$ cat src/bpps_pkg.sv
package bpps_pkg;

    // serial frame positions, counted in received bits
    localparam logic [6:0] CMD_END = 7'h10;
    localparam logic [6:0] CMD_PEC_END = 7'h20;
    localparam logic [6:0] DATA_END = 7'h50;
    localparam logic [6:0] DATA_PEC_END = 7'h60;
    localparam logic [6:0] BIT_CNT_MAX = 7'h7F;

    // command codes
    localparam logic [15:0] START_PIN_PULSING_CMD = 16'h0019;
    localparam logic [15:0] WRITE_PIN_PULSE_SETTINGS_CMD = 16'h0014;
    localparam logic [15:0] CLEAR_PIN_PULSE_SETTINGS_CMD = 16'h0018;
    localparam logic [15:0] POLL_COMPLETION_CMD = 16'h0714;

    // packet check code
    localparam logic [14:0] PEC_SEED = 15'h0010;

    // pin count and setting layout
    localparam int PIN_COUNT = 12;
    localparam int SETTING_BITS = 48;
    localparam logic [47:0] SETTINGS_RESET = 48'h0000_0000_0000;

    // action codes held in the nibble map
    localparam logic [3:0] ACT_RELEASE = 4'h0;
    localparam logic [3:0] ACT_HIGH = 4'h8;
    localparam logic [3:0] ACT_LOW = 4'h9;
    localparam logic [63:0] NIBBLE_MAP_DEFAULT = 64'h9999_9998_7654_3210;

    // timing
    localparam int CLK_PERIOD_NS = 50;
    localparam int PULSE_PERIOD_NS = 155000;
    localparam int PULSE_WIDTH_NS = 77600;
    localparam logic [11:0] PERIOD_CYCLES =
        12'(PULSE_PERIOD_NS / CLK_PERIOD_NS);
    localparam logic [11:0] WIDTH_CYCLES =
        12'((PULSE_WIDTH_NS + CLK_PERIOD_NS - 1) / CLK_PERIOD_NS);

    // one bit of the 15-bit check code
    function automatic logic [14:0] pec_step(input logic [14:0] c,
                                             input logic d);
        logic in0;
        in0 = d ^ c[14];
        pec_step = {c[13] ^ in0, c[12:10], c[9] ^ in0, c[8], c[7] ^ in0,
                    c[6] ^ in0, c[5:4], c[3] ^ in0, c[2] ^ in0, c[1:0],
                    in0};
    endfunction : pec_step

endpackage : bpps_pkg

$ cat src/bpps_pin_drive.sv
`timescale 1ns/1ns
module bpps_pin_drive (
    // clock and reset
    input wire logic core_clk,
    input wire logic rst,
    // pin behaviour
    input wire logic [3:0] action,
    input wire logic engaged,
    input wire logic running,
    input wire logic phase_hi,
    input wire logic [2:0] period_idx,
    input wire logic discharge,
    // pin
    output logic level,
    output logic drive_en
);

    // per-pin drive decision
    always_ff @(posedge core_clk) begin
        if (rst) begin
            level <= 1'b0;
            drive_en <= 1'b0;
        end else if (discharge) begin
            level <= 1'b0;
            drive_en <= 1'b1;
        end else if (!engaged) begin
            level <= 1'b0;
            drive_en <= 1'b0;
        end else begin
            case (action)
                bpps_pkg::ACT_HIGH: begin
                    level <= 1'b1;
                    drive_en <= 1'b1;
                end
                bpps_pkg::ACT_LOW: begin
                    level <= 1'b0;
                    drive_en <= 1'b1;
                end
                4'h1, 4'h2, 4'h3, 4'h4, 4'h5, 4'h6, 4'h7: begin
                    // pulse k high while index below the count
                    level <= running && phase_hi &&
                        ({1'b0, period_idx} < action);
                    drive_en <= 1'b1;
                end
                default: begin
                    level <= 1'b0;
                    drive_en <= 1'b0;
                end
            endcase
        end
    end

endmodule : bpps_pin_drive

$ cat src/bpps_sequencer.sv
`timescale 1ns/1ns
module bpps_sequencer #(
    parameter logic [63:0] NIBBLE_MAP = bpps_pkg::NIBBLE_MAP_DEFAULT
) (
    // clock and reset
    input wire logic core_clk,
    input wire logic rst,
    // serial port
    input wire logic csb,
    input wire logic sck,
    input wire logic sdi,
    output logic sdo_out,
    output logic sdo_oe,
    // discharge bits from configuration
    input wire logic [11:0] cell_discharge_bit,
    // balance pins
    output logic [11:0] pin_level,
    output logic [11:0] pin_drive_en
);

    logic [2:0] csb_s;
    logic [2:0] sck_s;
    logic [1:0] sdi_s;
    logic [6:0] bit_cnt;
    logic [15:0] shreg;
    logic [15:0] cmd;
    logic [47:0] data;
    logic [14:0] crc;
    logic [14:0] cmd_crc;
    logic [14:0] data_crc;
    logic cmd_ok;
    logic data_ok;
    logic cmd_fire;
    logic polling;
    logic [47:0] settings;
    logic running;
    logic engaged;
    logic [11:0] per_cnt;
    logic [2:0] per_idx;
    logic [2:0] max_cnt;
    logic sck_rise;
    logic csb_rise;
    logic csb_low;
    logic [6:0] next_bit_cnt;
    logic [15:0] next_shreg;
    logic [14:0] next_crc;
    logic wr_commit;
    logic clear_fire;
    logic start_fire;
    logic [2:0] start_max;

    // map entry of one nibble
    function automatic logic [3:0] action_of(input logic [3:0] nib);
        action_of = NIBBLE_MAP[{nib, 2'b00} +: 4];
    endfunction : action_of

    // pulse count of one action, zero for non-pulse actions
    function automatic logic [2:0] count_of(input logic [3:0] act);
        count_of = act[3] ? 3'h0 : act[2:0];
    endfunction : count_of

    // two-stage synchronisers for the serial pins
    always_ff @(posedge core_clk) begin
        if (rst) begin
            csb_s <= 3'h7;
            sck_s <= 3'h7;
            sdi_s <= 2'h0;
        end else begin
            csb_s <= {csb_s[1:0], csb};
            sck_s <= {sck_s[1:0], sck};
            sdi_s <= {sdi_s[0], sdi};
        end
    end

    // edges and next values of the receiver
    assign sck_rise = sck_s[1] && !sck_s[2];
    assign csb_rise = csb_s[1] && !csb_s[2];
    assign csb_low = !csb_s[1];
    assign next_bit_cnt = (bit_cnt == bpps_pkg::BIT_CNT_MAX) ?
        bit_cnt : bit_cnt + 7'h01;
    assign next_shreg = {shreg[14:0], sdi_s[1]};
    assign next_crc = bpps_pkg::pec_step(crc, sdi_s[1]);

    // bit receiver, sampled on rising clock edges
    always_ff @(posedge core_clk) begin
        if (rst || !csb_low) begin
            bit_cnt <= 7'h00;
            shreg <= 16'h0000;
            crc <= bpps_pkg::PEC_SEED;
            cmd_fire <= 1'b0;
            if (rst) begin
                cmd <= 16'h0000;
                data <= 48'h0000_0000_0000;
                cmd_crc <= 15'h0000;
                data_crc <= 15'h0000;
                cmd_ok <= 1'b0;
                data_ok <= 1'b0;
            end
        end else if (sck_rise) begin
            bit_cnt <= next_bit_cnt;
            shreg <= next_shreg;
            crc <= next_crc;
            cmd_fire <= 1'b0;
            if (next_bit_cnt == bpps_pkg::CMD_END) begin
                cmd <= next_shreg;
                cmd_crc <= next_crc;
                cmd_ok <= 1'b0;
                data_ok <= 1'b0;
            end
            if (next_bit_cnt == bpps_pkg::CMD_PEC_END) begin
                // check code ends in a zero pad bit
                cmd_ok <= next_shreg == {cmd_crc, 1'b0};
                cmd_fire <= next_shreg == {cmd_crc, 1'b0};
                crc <= bpps_pkg::PEC_SEED;
            end
            if (next_bit_cnt > bpps_pkg::CMD_PEC_END &&
                next_bit_cnt <= bpps_pkg::DATA_END) begin
                data <= {data[46:0], sdi_s[1]};
            end
            if (next_bit_cnt == bpps_pkg::DATA_END) begin
                data_crc <= next_crc;
            end
            if (next_bit_cnt == bpps_pkg::DATA_PEC_END) begin
                data_ok <= next_shreg == {data_crc, 1'b0};
            end
        end else begin
            cmd_fire <= 1'b0;
        end
    end

    // decoded command events
    assign wr_commit = csb_rise && cmd_ok &&
        bit_cnt == bpps_pkg::DATA_PEC_END &&
        cmd == bpps_pkg::WRITE_PIN_PULSE_SETTINGS_CMD;
    assign clear_fire = cmd_fire &&
        cmd == bpps_pkg::CLEAR_PIN_PULSE_SETTINGS_CMD;
    assign start_fire = cmd_fire && !running &&
        cmd == bpps_pkg::START_PIN_PULSING_CMD;

    // longest train among all pins
    always_comb begin
        start_max = 3'h0;
        for (int i = 0; i < bpps_pkg::PIN_COUNT; i++) begin
            if (count_of(action_of(settings[4*i +: 4])) > start_max) begin
                start_max = count_of(action_of(settings[4*i +: 4]));
            end
        end
    end

    // setting storage
    always_ff @(posedge core_clk) begin
        if (rst) begin
            settings <= bpps_pkg::SETTINGS_RESET;
        end else if (clear_fire) begin
            settings <= bpps_pkg::SETTINGS_RESET;
        end else if (wr_commit && !running) begin
            settings <= data_ok ? data : bpps_pkg::SETTINGS_RESET;
        end
    end

    // pulse timebase and train sequencing
    always_ff @(posedge core_clk) begin
        if (rst) begin
            running <= 1'b0;
            engaged <= 1'b0;
            per_cnt <= 12'h000;
            per_idx <= 3'h0;
            max_cnt <= 3'h0;
        end else if (clear_fire) begin
            running <= 1'b0;
            engaged <= 1'b0;
            per_cnt <= 12'h000;
            per_idx <= 3'h0;
        end else if (start_fire) begin
            running <= start_max != 3'h0;
            engaged <= 1'b1;
            per_cnt <= 12'h000;
            per_idx <= 3'h0;
            max_cnt <= start_max;
        end else if (running) begin
            if (per_cnt == bpps_pkg::PERIOD_CYCLES - 12'h001) begin
                per_cnt <= 12'h000;
                per_idx <= per_idx + 3'h1;
                if (per_idx + 3'h1 == max_cnt) begin
                    running <= 1'b0;
                end
            end else begin
                per_cnt <= per_cnt + 12'h001;
            end
        end
    end

    // polling: data out held low while pulsing
    always_ff @(posedge core_clk) begin
        if (rst || !csb_low) begin
            polling <= 1'b0;
        end else if (cmd_fire &&
            (cmd == bpps_pkg::START_PIN_PULSING_CMD ||
             cmd == bpps_pkg::POLL_COMPLETION_CMD)) begin
            polling <= 1'b1;
        end
    end

    // open-drain data out
    always_ff @(posedge core_clk) begin
        if (rst) begin
            sdo_oe <= 1'b0;
            sdo_out <= 1'b0;
        end else begin
            sdo_oe <= polling && running && csb_low;
            sdo_out <= 1'b0;
        end
    end

    // one drive stage per balance pin
    for (genvar g = 0; g < bpps_pkg::PIN_COUNT; g++) begin : g_pin
        bpps_pin_drive bpps_pin_drive_inst (
            .core_clk(core_clk),
            .rst(rst),
            .action(action_of(settings[4*g +: 4])),
            .engaged(engaged),
            .running(running),
            .phase_hi(per_cnt < bpps_pkg::WIDTH_CYCLES),
            .period_idx(per_idx),
            .discharge(cell_discharge_bit[g]),
            .level(pin_level[g]),
            .drive_en(pin_drive_en[g])
        );
    end
endmodule : bpps_sequencer

$ cat config.mk
export PLATFORM = sky130hd
export DESIGN_NAME = bpps_sequencer
export DESIGN_NICKNAME = d
export VERILOG_FILES = /design/src/bpps_pkg.sv /design/src/bpps_pin_drive.sv /design/src/bpps_sequencer.sv
export SDC_FILE = /design/constraint.sdc
export NUM_CORES = 1
export LEC_CHECK = 0
export BUFFER_PORTS_ARGS = -buffer_cell sky130_fd_sc_hd__buf_2
export CAP_MARGIN = 15
export CORE_ASPECT_RATIO = 0.8
export CORE_MARGIN = 2
export CORE_UTILIZATION = 25
export DETAILED_ROUTE_END_ITERATION = 6
export GPL_ROUTABILITY_DRIVEN = 0
export SYNTH_ARGS = -nofsm -noshare
export SYNTH_HDL_FRONTEND = slang
export SYNTH_HIERARCHICAL = 1
export SYNTH_SLANG_ARGS = --single-unit
$ cat constraint.sdc
create_clock -name core_clk -period 21.1 [get_ports core_clk]
set_input_delay 6.33 -clock core_clk [delete_from_list [all_inputs] [get_ports core_clk]]
set_output_delay 6.33 -clock core_clk [all_outputs]
set_load 0.005 [all_outputs]
* Word-level counts from Yosys, hierarchy flattened
Index checks and enable logic that the tools add are counted.
Storage, ports and cells: register bits 236, latch bits 0, bits in writable memories 0, ROM bits 0, input port bits 17, output and inout bits 26, word-level logic and storage cells 409, memories kept 0
Operators by class: add/sub/neg operators 3, $mul 0, divide/modulo/power cells 0, magnitude comparators 27, eq/ne operators 123, shift operators 12, multiplexer cells 103, bitwise gates (word level) 11, reduce and logical (&&, ||, !) cells 85
Operators with widths (count):
- 64-bit by 7-bit indexed part select with 4-bit output (first input constant) | 12
- 48-bit 2-to-1 mux | 5
- 4-bit by 3-bit == test with 1-bit output (second input constant) | 48
- 15-bit 2-to-1 mux | 8
- 9-bit OR reduction | 12
- 4-bit by 2-bit == test with 1-bit output (second input constant) | 24
- 4-bit == test (second input constant) | 24
- 7-bit OR reduction | 12
- 3-bit 2-to-1 mux | 24
- 16-bit 2-to-1 mux | 4
- 16-bit by 5-bit == test with 1-bit output (second input constant) | 3
- 4-bit by 1-bit == test with 1-bit output (second input constant) | 12
- 3-bit by 4-bit < comparator with 1-bit output | 12
- 1-bit 2-to-1 mux | 48
- 3-bit OR reduction | 14
- 3-bit > comparator | 11
- 16-bit == test | 2
- 7-bit == test (second input constant) | 4
- 1-bit logical AND | 26
- 1-bit case mux with 2 select lines | 12
- 16-bit by 11-bit == test with 1-bit output (second input constant) | 1
- 3-bit AND reduction | 5
- 12-bit by 1-bit adder with 12-bit output (second input constant) | 1
- 12-bit == test (second input constant) | 1
- other kinds (20) | 39

* Logic depth before layout (Yosys ltp)
depth after elaboration 28, depth in mapped cells 68, gate-level depth less buffers 68

* Cells and area by module
The synthesis kept the hierarchy.
By module, submodules not included:
- bpps_sequencer | times used 1, cells each 1058, area each 10256.1 µm², seq. area each 5205.0 µm²
- bpps_pin_drive | times used 12, cells each 17, area each 175.2 µm², seq. area each 40.0 µm²

* Least setup slack after synthesis
OpenSTA, ideal clock, no wires.
path kind reg-to-reg, from register settings[7], to register running, arrival 12375 ps, data required time 20969 ps, setup slack 8594 ps, cell stages (with the launch flop) 65, cell sequence dfxtp_1 > nor2b_1 > ha_1 > and3_1 > or3b_1 > and2_1 > ha_1 > nand3b_1 > a32o_1 > nor2_1 > a21o_1 > ha_1 > and3b_1 > o21a_1 > a311oi_1 > a21oi_1 > ha_1 > nand2b_1 > [... 29 more ...] > o21ai_0 > or2_2 > o21a_1 > ha_1 > nor2b_1 > o21ai_0 > nand2b_1 > nand2_1 > o211ai_2 > o21ai_0 > ha_1 > nor2b_1 > o21ai_0 > inv_1 > o21ai_1 > o21ai_0 > o32ai_1 > a211oi_1
Between the ends: longest elaborated chain between the ends 26
RTL lines:
- start: declaration | line bpps_sequencer.sv:35 | logic [47:0] settings;
- start signal: assignment | line bpps_sequencer.sv:153 | settings <= bpps_pkg::SETTINGS_RESET;
- start signal: assignment | line bpps_sequencer.sv:155 | settings <= bpps_pkg::SETTINGS_RESET;
- start signal: assignment | line bpps_sequencer.sv:157 | settings <= data_ok ? data : bpps_pkg::SETTINGS_RESET;
- 64-bit by 7-bit indexed part select with 4-bit output (*) | line bpps_sequencer.sv:54 | action_of = NIBBLE_MAP[{nib, 2'b00} +: 4];
- 3-bit 2-to-1 mux (*) | line bpps_sequencer.sv:59 | count_of = act[3] ? 3'h0 : act[2:0];
- 3-bit > comparator | line bpps_sequencer.sv:144 | if (count_of(action_of(settings[4*i +: 4])) > start_max) begin
- 3-bit 2-to-1 mux (*) | line bpps_sequencer.sv:144
- 3-bit > comparator | line bpps_sequencer.sv:144
- 3-bit 2-to-1 mux (*) | line bpps_sequencer.sv:144
- 3-bit > comparator | line bpps_sequencer.sv:144
- 3-bit 2-to-1 mux (*) | line bpps_sequencer.sv:144
- [... 10 more ...]
- 3-bit > comparator | line bpps_sequencer.sv:144
- 3-bit 2-to-1 mux (*) | line bpps_sequencer.sv:144
- 3-bit > comparator | line bpps_sequencer.sv:144
- 3-bit 2-to-1 mux (*) | line bpps_sequencer.sv:144
- 3-bit > comparator | line bpps_sequencer.sv:144
- 3-bit 2-to-1 mux (*) | line bpps_sequencer.sv:144
- 3-bit nonzero test (*) | line bpps_sequencer.sv:175 | running <= start_max != 3'h0;
- 1-bit 2-to-1 mux (*) | line bpps_sequencer.sv:174 | end else if (start_fire) begin
- end signal: assignment | line bpps_sequencer.sv:170 | running <= 1'b0;
- end signal: assignment | line bpps_sequencer.sv:175
- end signal: assignment | line bpps_sequencer.sv:185 | running <= 1'b0;
- end: declaration | line bpps_sequencer.sv:36 | logic running;
Mark *: on every way between the ends. The rest lies on a longest branch, timed or not. A chain may end at the register's enable or synchronous reset.

* Worst setup path in the final report
Same ends and word-level chain as after synthesis.

==> results by group <==
Status
  – Status: complete, no violations

Drt
  – Via/cell ratio: 4.705
  – Routed vias: 9152
  – DRT iter0 DRCs: 765
  – Wire per inst: 14.79 microns
  – Final ANT Viol Nets: 0
  – First-pass DRT Iterations: 5
  – Residual DRC: 0
  – Final WL: 28760 microns

Timing
  – Hold slack: 0.4066 ns
  – Setup WS post-layout: 6.506 ns
  – RSZ-0062 raised after global routing: false
  – Rel. slew slack: 0.3052
  – Fin. max-slew vios: 0
  – Final min period: 14.59 ns
  – Worst Tran Pin Value: 1.041 ns
  – Fin. Hold Viols: 0
  – Final setup fails: 0
  – Skew final: 0.01775 ns
  – Fmax achieved: 68.52 MHz
  – Tcrit/Tclk final: 0.6917
  – Setup tns final: 0 ns

Layout
  – Fin cells: 1945
  – Share of layout cells above drive strength 1: 0.1322
  – Design area: 14170 sq um
  – Final core occ: 0.2917
  – Nets@finish: 1374
  – N_diodes: 0
  – Synthesis-to-finish area growth: 14.63%

Clock tree
  – Clock slew at reported path FFs: 0.06 ns
  – Clk sinks: 236
  – Clock Path Buffers: 3
  – Post-CTS setup buffer count: 0
  – Root Driver: clkbuf_16
  – Hold buffers post-CTS: 0
  – Clock buffer count from CTS: 26
  – TritonCTS clock tree: done
  – Max H-tree Level: 1
  – Post_cts resized: 0
  – Insertion delay to the later sink of the worst-skew pair: 0.54 ns

Worst setup path
  – CP arrival: 15.00 ns
  – Crit. End Element: flip-flop
  – Crit path max fanout: 10
  – Kind of start point of the critical path: flip-flop
  – CP required: 21.50 ns
  – Crit path max-delay cell type: o22ai_1
  – Worst stage delay on the critical path: 0.44 ns
  – CP most frequent cell: ha_1
  – Setup Crit Path Kind: reg -> reg

Placement
  – Placement Setup Slack: 6.777 ns
  – Detailed placer's ending HPWL: 19220 microns
  – Placed cells: 1897
  – I/O Buffers: 41
  – Placed inst area: 13250 sq um

Global route
  – Initial antenna violation count: 0
  – Vias in the first global route: 9093
  – Largest net degree at the start of global routing: 76
  – GRT Overall Usage: 0.1118
  – First-pass GRT wire length: 46940 microns
  – Grt total ovfl: 0

Floorplanning
  – Initial Utilization: 0.2545
  – Die W: 252.6 microns
  – FP Rows: 72
  – # IOs: 43
  – Core footprint: 48560 sq um
  – Die height: 202.9 microns
  – Die area: 51240 sq um

Power and ir drop
  – Combinational fraction of design power: 0.023
  – Clock power frac: 0.490
  – Cell Pwr Density: 70.62 nW/um^2
  – Flop pwr share: 0.487
  – VDD IR-drop max: 0.05865 mV
  – Switching portion of total power: 0.2116
  – Power Total: 1.000 mW
  – Total net switching power: 0.2117 mW
  – Internal power: 0.7887 mW
  – Static Leakage: 4.982 nW

Synth
  – Library cells used by synthesis: 75
  – Synthesized area: 12360 sq um
  – Synth Instances: 1262
  – Mapped Nets: 1340
  – FF+latch count, synth: 236
  – Post-synthesis sequential area ratio: 0.4601
  – Most used DFF post-synth: dfxtp_1
  – Post-synth EDFFs: 96
  – Synth Area per Inst: 9.792 sq um
  – Asr flop ratio synth: 0
  – Synth warnings: 6

Hold path
  – Hold WC Path Type: reg -> reg

Job
  – Max-cap violations: 0
[critical path, delay by kind of cell, from the launching register on]
kind | cells | cell delay, ns
AND/OR/NAND/NOR | 23 | 4.27
AO/OA/AOI/OAI | 29 | 6.26
adder cells (fa/ha/maj) | 11 | 3.15
buffers and inverters | 4 | 0.29
flip-flops | 1 | 0.41
[state kept, by name, summed over array words and instances (netlist names), 12 cells and up]
signal                              flops
cmd                                    16
cmd_crc                                15
crc                                    15
data                                   48
data_crc                               15
g_pin.bpps_pin_drive_inst/drive_en     12
g_pin.bpps_pin_drive_inst/level        12
per_cnt                                12
settings                               48
shreg                                  15
[final timing paths]
path,start,end,slack (ns),cells after the start
setup / recovery,settings[7],running,6.51,67
hold / removal,sck_s[0],sck_s[1],0.41,1
setup reg to reg,settings[7],running,6.51,67
hold reg to reg,sck_s[0],sck_s[1],0.41,1
[cell type report]
class	instances	area [sq um]
clock buffer	34	711.9
clock inverter	14	203.9
fill	5043	34390
inverter	42	157.7
multi-input combinational	938	6332
sequential	236	5685
tap	629	787.0
timing repair buffer	52	287.8
[cell families (layout without fill, tap and decap cells)]
| family | after synthesis | count (layout) | share of synthesized area |
|---|---|---|---|
| compound gates | 256 | 256 | 0.1508 |
| xor+xnor | 62 | 62 | 0.04394 |
| fa+ha+maj | 61 | 61 | 0.06176 |
| buf+inv | 88 | 142 | 0.03088 |
| flops | 236 | 236 | 0.4601 |
| mux | 5 | 5 | 0.004151 |
| other cells | 1 | 1 | 0.0003034 |
| simple gates | 553 | 553 | 0.2482 |
[Yosys cell counts, types with 3 or more instances]
cell type	number	share of area
nand4_1	13	0.0066
a22oi_2	12	0.012
nor2_1	76	0.023
a31oi_1	28	0.014
nand2_1	131	0.040
nor3_2	12	0.0097
o21ai_0	49	0.020
o31ai_1	4	0.0024
xor2_1	46	0.033
o211ai_1	3	0.0018
nand2b_1	56	0.028
edfxtp_1	96	0.23
o21a_1	9	0.0055
ha_1	61	0.062
clkbuf_1	33	0.010
nor4_1	15	0.0076
nand3_1	70	0.028
nor4b_2	13	0.016
nor2b_1	32	0.016
a21oi_1	94	0.038
and3_1	9	0.0046
buf_6	4	0.0036
buf_4	5	0.0030
and2_1	80	0.040
a211oi_1	7	0.0043
a2111oi_4	12	0.027
nor3_1	9	0.0036
a21o_1	10	0.0061
or2_2	18	0.0091
mux2i_1	4	0.0032
xnor2_1	16	0.011
inv_1	41	0.012
dfxtp_1	140	0.23
[placed cells by master, fill, tap and decap left out, types with 3 or more instances in the layout]
master | synthesis | layout
nand2_1 | 131 | 130
clkbuf_1 | 33 | 6
ha_1 | 61 | 61
or2_2 | 18 | 18
a21oi_1 | 94 | 94
nor4_1 | 15 | 15
and2_1 | 80 | 80
o21ai_0 | 49 | 49
a21o_1 | 10 | 10
bufinv_16 | 0 | 5
dfxtp_1 | 140 | 140
nor2b_1 | 32 | 31
o21a_1 | 9 | 9
inv_1 | 41 | 41
a211oi_1 | 7 | 7
nor3_2 | 12 | 12
xnor2_1 | 16 | 16
a31oi_1 | 28 | 27
clkinv_1 | 1 | 4
nor4b_2 | 13 | 13
edfxtp_1 | 96 | 96
nand4_1 | 13 | 13
o211ai_1 | 3 | 3
nand2b_1 | 56 | 56
nor2_1 | 76 | 75
mux2i_1 | 4 | 4
a22oi_2 | 12 | 12
clkbuf_16 | 0 | 27
xor2_1 | 46 | 46
and3_1 | 9 | 9
nor3_1 | 9 | 9
nand3_1 | 70 | 70
o31ai_1 | 4 | 3
a2111oi_4 | 12 | 12
buf_2 | 2 | 41
buf_4 | 5 | 11
[routing by layer]
layer | routed length (microns) | vias to the layer above | GRT usage | share of wire
li1 | - | 4567 | - | -
met1 | 14250 | 4378 | 0.1569 | 0.50
met2 | 12650 | 169 | 0.1791 | 0.44
met3 | 1376 | 38 | 0.02064 | 0.048
met4 | 483 | 0 | 0.02261 | 0.017
met5 | 0 | - | 0 | 0
[power groups by stage]
stage          sequential [mW]  combinational (mW)  clock (mW)
6_report                 0.487              0.0228       0.490
5_1_grt                  0.488              0.0252       0.519
4_1_cts                  0.487              0.0232       0.502
3_5_place_dp             0.497              0.0232           0
3_3_place_gp             0.497              0.0227           0
2_1_floorplan            0.496              0.0130           0
Power figures use the tool's default switching activity.
